[src/core/fsc_map.svh]
// Register offsets, field positions, reset values and timing figures
`ifndef FSC_MAP_SVH
`define FSC_MAP_SVH

// Register offsets
`define FSC_ADDR_FAULT_STATUS_SECOND 8'h06
`define FSC_ADDR_DEVICE_CONFIGURATION 8'h07

// Fault status bit positions
`define FSC_BIT_V18_OOR    7
`define FSC_BIT_PAR_ERR    6
`define FSC_BIT_VIN_UVLO   5
`define FSC_BIT_HVINP_UV   4
`define FSC_BIT_TH_SHDN    3
`define FSC_BIT_NV_FLT     2
`define FSC_BIT_VCOM_FLT   1
`define FSC_BIT_TH_WARN    0

// Configuration field positions
`define FSC_BIT_INT_SENSOR 7
`define FSC_BIT_REFRESH    6
`define FSC_TFAULT_HI      1
`define FSC_TFAULT_LO      0

// Reset values
`define FSC_CONFIG_RESET   8'h04
`define FSC_FLAGS_RESET    8'h00

// Timing figures
`define FSC_CLK_KHZ        100000
`define FSC_TFAULT0_MS     15
`define FSC_TFAULT1_MS     30
`define FSC_TFAULT2_MS     60
`define FSC_TFAULT3_MS     90
`define FSC_REFRESH_MS     1000

`endif

[src/core/fsc_pkg.sv]
// Types shared by the fault status and configuration logic
package fsc_pkg;

  // Register state of the register bank
  typedef struct packed {
    logic [7:0] cfg;     // Device configuration register
    logic [7:0] flags;   // Second fault status register
    logic [7:0] rdata;   // Read data holding register
    logic       fault_n; // Fault indicator pin, active low
    logic       reload;  // Working register reload pulse
    logic [7:0] sync1;   // First synchroniser stage
    logic [7:0] sync2;   // Second synchroniser stage
  } fsc_state_t;

  // Hold timer state
  typedef struct packed {
    logic [31:0] cnt;    // Cycles spent with run high
    logic        done;   // Limit reached pulse
  } fsc_tmr_t;

endpackage

[src/core/fsc_hold_timer.sv]
// Timer that pulses after a level has stayed high for a given count
`timescale 1ns/1ps
`default_nettype none

module fsc_hold_timer
  import fsc_pkg::*;
#(
  parameter int W = 32 // Counter width
) (
  input  wire logic         i_core_clk, // Core clock
  input  wire logic         i_arst_n,   // Asynchronous reset, active low
  input  wire logic         i_run,      // Level that must stay high
  input  wire logic [W-1:0] i_limit,    // Cycles to hold before pulse
  output logic              o_done      // One-cycle pulse, then restarts
);

  fsc_tmr_t st_r; // Registered state
  fsc_tmr_t st_nxt; // Next state

  // Count while running, restart on any drop of the level
  always_comb begin
    st_nxt      = st_r;
    st_nxt.done = 1'b0;
    if (!i_run) begin
      st_nxt.cnt = '0;
    end else if (st_r.cnt[W-1:0] >= i_limit - W'(1)) begin
      st_nxt.cnt  = '0;
      st_nxt.done = 1'b1;
    end else begin
      st_nxt.cnt = st_r.cnt + 32'h0000_0001;
    end
  end

  // State register
  always_ff @(posedge i_core_clk or negedge i_arst_n) begin
    if (!i_arst_n) begin
      st_r <= '0;
    end else begin
      st_r <= st_nxt;
    end
  end

  assign o_done = st_r.done;

endmodule // fsc_hold_timer

`default_nettype wire

[src/core/fsc_regs.sv]
// Fault status and configuration register bank of the display supply
//
// Summary of operation
// - Parity error on interface sets flag bit 6
// - Output deviation of 0.25V sets bit 1
// - Buffer in current limit for delay sets bit 1
// - Config bit 7 selects internal temperature sensor
// - Delay field picks 15, 30, 60, 90 ms
// - Mask bit keeps output fault off pin
`timescale 1ns/1ps
`default_nettype none
`include "fsc_map.svh"

module fsc_regs
  import fsc_pkg::*;
#(
  parameter int unsigned P_TFAULT0_CYC = `FSC_TFAULT0_MS * `FSC_CLK_KHZ, // 15 ms
  parameter int unsigned P_TFAULT1_CYC = `FSC_TFAULT1_MS * `FSC_CLK_KHZ, // 30 ms
  parameter int unsigned P_TFAULT2_CYC = `FSC_TFAULT2_MS * `FSC_CLK_KHZ, // 60 ms
  parameter int unsigned P_TFAULT3_CYC = `FSC_TFAULT3_MS * `FSC_CLK_KHZ, // 90 ms
  parameter int unsigned P_REFRESH_CYC = `FSC_REFRESH_MS * `FSC_CLK_KHZ  // 1 s
) (
  input  wire logic       i_core_clk,          // Core clock, 100 MHz
  input  wire logic       i_arst_n,            // Asynchronous reset, active low
  input  wire logic [7:0] i_reg_addr,          // Register address from serial front end
  input  wire logic       i_reg_wr,            // Register write strobe
  input  wire logic       i_reg_rd,            // Register read strobe
  input  wire logic [7:0] i_reg_wdata,         // Register write data
  input  wire logic       i_par_err,           // Parity error pulse from front end
  input  wire logic [7:0] i_fault_mask,        // Per-flag pin masks, 1 = masked
  input  wire logic       i_v18_oor,           // 1.8V rail out of range comparator
  input  wire logic       i_vin_uvlo,          // Input undervoltage comparator
  input  wire logic       i_hvinp_uv,          // Boost output undervoltage comparator
  input  wire logic       i_th_shdn,           // Overtemperature shutdown comparator
  input  wire logic       i_nv_flt,            // Memory transfer fault
  input  wire logic       i_vcom_dev,          // Output 0.25V away from setting
  input  wire logic       i_vcom_ilim,         // Output buffer in current limit
  input  wire logic       i_th_warn,           // Thermal warning comparator
  output logic [7:0]      o_reg_rdata,         // Read data, one cycle after strobe
  output logic [7:0]      o_config,            // Configuration register contents
  output logic            o_int_sensor_sel,    // 1 = internal temperature sensor
  output logic            o_nv_reload,         // Pulse: copy memory to working regs
  output logic            o_fault_indicator_n  // Fault pin, active low
);

  localparam logic [7:0] ILIM = 8'h07; // Sync index of current limit input

  fsc_state_t  st_r;      // Registered state
  fsc_state_t  st_nxt;    // Next state
  logic [31:0] tf_limit;  // Selected fault delay in cycles
  logic        ilim_done; // Current limit held for delay
  logic        ref_tick;  // One second elapsed with refresh on
  logic [7:0]  set_vec;   // Events raising flags this cycle
  logic        rd_status; // Status register read this cycle
  logic [7:0]  raw_pins;  // Asynchronous fault inputs

  // Fault delay decode
  function automatic logic [31:0] tfault_cycles(input logic [1:0] code);
    case (code)
      2'h0:    tfault_cycles = 32'(P_TFAULT0_CYC);
      2'h1:    tfault_cycles = 32'(P_TFAULT1_CYC);
      2'h2:    tfault_cycles = 32'(P_TFAULT2_CYC);
      default: tfault_cycles = 32'(P_TFAULT3_CYC);
    endcase
  endfunction

  assign tf_limit  = tfault_cycles(st_r.cfg[`FSC_TFAULT_HI:`FSC_TFAULT_LO]);
  assign rd_status = i_reg_rd && (i_reg_addr == `FSC_ADDR_FAULT_STATUS_SECOND);
  assign raw_pins  = {i_vcom_ilim, i_v18_oor, i_vin_uvlo, i_hvinp_uv,
                      i_th_shdn, i_nv_flt, i_vcom_dev, i_th_warn};

  // Current limit must persist for the selected delay
  fsc_hold_timer #(
    .W (32)
  ) u_ilim_timer (
    .i_core_clk (i_core_clk),
    .i_arst_n   (i_arst_n),
    .i_run      (st_r.sync2[ILIM[2:0]]),
    .i_limit    (tf_limit),
    .o_done     (ilim_done)
  );

  // Periodic reload tick while refresh is on
  fsc_hold_timer #(
    .W (32)
  ) u_refresh_timer (
    .i_core_clk (i_core_clk),
    .i_arst_n   (i_arst_n),
    .i_run      (st_r.cfg[`FSC_BIT_REFRESH]),
    .i_limit    (32'(P_REFRESH_CYC)),
    .o_done     (ref_tick)
  );

  // Events that raise each flag
  always_comb begin
    set_vec                    = '0;
    set_vec[`FSC_BIT_V18_OOR]  = st_r.sync2[6];
    set_vec[`FSC_BIT_PAR_ERR]  = i_par_err;
    set_vec[`FSC_BIT_VIN_UVLO] = st_r.sync2[5];
    set_vec[`FSC_BIT_HVINP_UV] = st_r.sync2[4];
    set_vec[`FSC_BIT_TH_SHDN]  = st_r.sync2[3];
    set_vec[`FSC_BIT_NV_FLT]   = st_r.sync2[2];
    set_vec[`FSC_BIT_VCOM_FLT] = st_r.sync2[1] | ilim_done;
    set_vec[`FSC_BIT_TH_WARN]  = st_r.sync2[0];
  end

  // Next state of the register bank
  always_comb begin
    st_nxt       = st_r;
    // Two-stage synchroniser for comparator inputs
    st_nxt.sync1 = raw_pins;
    st_nxt.sync2 = st_r.sync1;
    // Read clears all flags, a new event in the same cycle wins
    if (rd_status) begin
      st_nxt.flags = set_vec;
    end else begin
      st_nxt.flags = st_r.flags | set_vec;
    end
    // Configuration write
    if (i_reg_wr && (i_reg_addr == `FSC_ADDR_DEVICE_CONFIGURATION)) begin
      st_nxt.cfg = i_reg_wdata;
    end
    // Read data capture, unmapped reads return zero
    if (i_reg_rd) begin
      case (i_reg_addr)
        `FSC_ADDR_FAULT_STATUS_SECOND:  st_nxt.rdata = st_r.flags;
        `FSC_ADDR_DEVICE_CONFIGURATION: st_nxt.rdata = st_r.cfg;
        default:                        st_nxt.rdata = 8'h00;
      endcase
    end
    // Pin follows unmasked flags
    st_nxt.fault_n = ~|(st_r.flags & ~i_fault_mask);
    // Reload only while refresh is enabled
    st_nxt.reload  = ref_tick & st_r.cfg[`FSC_BIT_REFRESH];
  end

  // State register
  always_ff @(posedge i_core_clk or negedge i_arst_n) begin
    if (!i_arst_n) begin
      st_r         <= '0;
      st_r.cfg     <= `FSC_CONFIG_RESET;
      st_r.flags   <= `FSC_FLAGS_RESET;
      st_r.fault_n <= 1'b1;
    end else begin
      st_r <= st_nxt;
    end
  end

  // Outputs straight from flip-flops
  assign o_reg_rdata         = st_r.rdata;
  assign o_config            = st_r.cfg;
  assign o_int_sensor_sel    = st_r.cfg[`FSC_BIT_INT_SENSOR];
  assign o_nv_reload         = st_r.reload;
  assign o_fault_indicator_n = st_r.fault_n;
endmodule // fsc_regs

`default_nettype wire

[config.mk]
export PLATFORM = sky130hd
export DESIGN_NAME = fsc_regs
export DESIGN_NICKNAME = d
export VERILOG_FILES = /design/src/core/fsc_pkg.sv /design/src/core/fsc_hold_timer.sv /design/src/core/fsc_regs.sv
export VERILOG_INCLUDE_DIRS = /design/src /design/src/core
export SDC_FILE = /design/constraint.sdc
export NUM_CORES = 1
export LEC_CHECK = 0
export BUFFER_PORTS_ARGS = -buffer_cell sky130_fd_sc_hd__buf_2
export CORE_ASPECT_RATIO = 1.1
export CORE_UTILIZATION = 55
export CTS_CLUSTER_SIZE = 20
export DETAILED_ROUTE_END_ITERATION = 10
export HOLD_SLACK_MARGIN = 0.1
export PLACE_DENSITY_LB_ADDON = 0.05
export SYNTH_ARGS = -nofsm -noshare
export SYNTH_HDL_FRONTEND = slang
export SYNTH_HIERARCHICAL = 1
export SYNTH_SLANG_ARGS = --single-unit
[constraint.sdc]
create_clock -name i_core_clk -period 9.9 [get_ports i_core_clk]
set_input_delay 0.99 -clock i_core_clk [delete_from_list [all_inputs] [get_ports i_core_clk]]
set_output_delay 0.99 -clock i_core_clk [all_outputs]
set_load 0.02 [all_outputs]
==> results.md <==
* Congestion Overflow GR at 0
* Max Slew Vio Count at 0
* Post-cts gate resize count at 0
* Worst Hold Class: register to register
* Leakage at slightly below 4 nW
* Cell depth of the worst flop-to-flop path at 16
* Max VDD drop at 73.2 µV
* Final hold viol count at 0
* Power consumption at around 0.0009 W
* Worst slew pin tran at ~1200 ps
* Outcome: finished clean
* R2R Path End: u_ilim_timer/st_r[28]
* Count of cell types in the netlist at 56
* CTS tree: yes
* Worst setup SP type: register
* Die Span Y at 124 µm
* #FFs+latches synth at roughly 110
* Initial antenna violation count at 0
* Share of layout cells above drive strength 1 at about an eighth
* CP required at between 10000 and 15000 ps
* Final net count at about 1100
* Drt drc at 0
* Clock Skews at about 7.5 ps
* DR iter-0 viols at approximately 260
* Number of global-route vias before repair at 5701
* IO buf count at 55
* CTS Sinks at roughly 110
* FP Rows at 44
* Setup Viol. Count Final at 0
* Synth-to-layout area growth at 14.7%
* GP Congestion at a little over 0.8
* FF-to-FF setup slack at just over 5000 ps
* DR pass1 iterations at 5
* Crit path arrival time at about 5100 ps
* H-tree depth at 3
* Crit path time final at approximately 4800 ps
* Initial Util at a little under three fifths
* Worst Hold Depth at 0
* Die Wd at approximately 110 µm
* CTS Buf Count at 9
* Routed wire per std cell at 13.5 µm
* RSZ-0062 raised after global routing: no
* Ys Warns at 6
* Final ANT Viol Nets at 0
* Mapped Avg Cell Area at ~9.5 µm²
* Die ar. at ~14000 µm²
* Postcts setup bufs at 0
* Largest net degree at the start of global routing at 65
* ANT cells at 0
* Crit Reg-Reg Startpoint: o_config[0]
* CP endpoint: u_ilim_timer/st_r[28]
* Commonest register cell after synthesis: dfrtp_1
* Clock Tree Buf Depth at 2
* Area of the core at roughly 13000 µm²
* Critical Path Start: o_config[0]
* EDFF count, synth at 0
* Async SR Flop Fraction at between 90% and 100%
* Final wirelength at ~15 mm
* Tot GR Track Use at between 20 and 25%
* Commonest non-fill, non-tap cell in the layout: conb_1
* P per Cell Area at 105 nW/µm²
* I/O pins at 56
* Vias per cell at approximately 5.3
* Max_cap viols at 0
* Gate Count Post-Synth at 790
* Final Cycle Share at 48.6%
* CP max FO at 32
* Clock Latency Late Sink at around 350 ps
* Root Driver: clkbuf_16
* First-pass GRT wire length at 26.3 mm
* Register area share after synthesis at between 30 and 40%
* Crit Path Class: register to register
* Relative max-transition margin at between 10% and 20%
* Critical Path End Type: register
* Vias at ~5900
* Clock slew seen by the registers of the worst setup and hold paths at 80 ps
* Cell area after synthesis at 7480 µm²
* Setup_tns at 0 ps
* Commonest non-fill, non-tap cells in the layout: conb_1 (130), dfrtp_1 (106), nor3_1 (81), ha_1 (75), xnor2_1 (62)
* Max Freq at slightly above 200 MHz
* Detailed placement HPWL at 11.5 mm
* CTS Hold Bufs at 0
## sequential cells by signal (all words and copies together) (netlist names)
name,cells
st_r,10
set_vec,6
u_ilim_timer/st_r,32
u_refresh_timer/st_r,32
u_ilim_timer/o_done,1
st_nxt,8
o_reg_rdata,8
u_refresh_timer/o_done,1
o_nv_reload,1
o_config,8
o_fault_indicator_n,1
## metrics by stage
stage                     cell area (µm²)  worst slack [ps]  cells  hold WS [ps]  util, %
after floorplan                      7960              5640    918           331        -
after global placement               8280              5400   1102           332     62.7
after detailed placement             8280              5160   1102           335     62.7
after CTS                            8590              5130   1118           347     65.0
after global routing                 8590              4710   1118           355     65.0
final                                8590              5080   1118           345     65.0
## worst max-delay path, stage by stage, from the launching register on
cell	delay, ps
dfrtp_1	450
inv_1	130
ha_1	320
nor2_1	160
nor2_1	200
or3_1	480
or4_1	690
nor2_1	280
nand3b_1	130
xor2_1	160
ha_1	270
and2_0	190
a221o_1	300
a221oi_1	330
nand4_1	130
buf_4	260
nor3_1	230
## area by class of cell
class | instances | area [µm²]
Clock buffer | 9 | 225
Clock inverter | 7 | 81.3
Fill cell | 1114 | 4630
Inverter | 33 | 124
Multi-Input combinational cell | 740 | 4930
Sequential cell | 108 | 2710
Tap cell | 161 | 201
Timing Repair Buffer | 60 | 315
## routing by layer
metal  up-vias  part of all wire (%)  global-route usage, %
met3        18                   2.1                   3.02
met2        84                    53                   41.7
li1       3006                     -                      -
met1      2790                    44                   27.6
met5         -                     0                      0
met4         0                   1.5                   7.66
## report_power, final
group / switching (W) / internal, W / leakage [nW]
combinational: 0.0000563 / 0.0000347 / 2.38
sequential: 0.00000511 / 0.000447 / 1.42
clock: 0.000182 / 0.000181 / 0.150
total: 0.000243 / 0.000662 / 3.95
## cells by family after synthesis
group / share of synthesized area [%]
simple gates: 24.3
compound gates: 6.05
fa+ha+maj: 12.5
other cells: 0.100
xor+xnor: 13.8
mux: 2.41
buf+inv: 4.65
flops: 36.1
## cell usage after synthesis (4+ instances only)
master    number  area share [%]
dfrtp_1      106              35
nor3_1        81             5.4
ha_1          75              13
xnor2_1       62             7.3
nand2_1       56             2.8
xor2_1        56             6.6
nor2_1        44             2.2
nand3_1       34             2.3
inv_1         33             1.7
nand4_1       27             2.3
a21oi_1       24             1.6
buf_4         17             1.7
mux2_2        16             2.4
nor4_1        16             1.3
clkbuf_1      13            0.65
and3_1        12             1.0
o21ai_0       12            0.80
o22ai_1       12             1.0
or3_1         11            0.92
a21o_1         8            0.80
and4_1         7            0.82
and2_1         5            0.42
buf_2          5            0.33
nand3b_1       5            0.50
nor3b_1        5            0.50
nor3_2         4            0.54
## worst min-delay path by stage
stage                      end  slack [ps]       from
finish              set_vec[5]         350  st_nxt[5]
global route        set_vec[5]         360  st_nxt[5]
CTS                 set_vec[5]         350  st_nxt[5]
detailed placement  set_vec[5]         330  st_nxt[5]
global placement    set_vec[2]         330  st_nxt[2]
floorplan           set_vec[0]         330  st_nxt[0]
(Power assumes the default switching activity.)
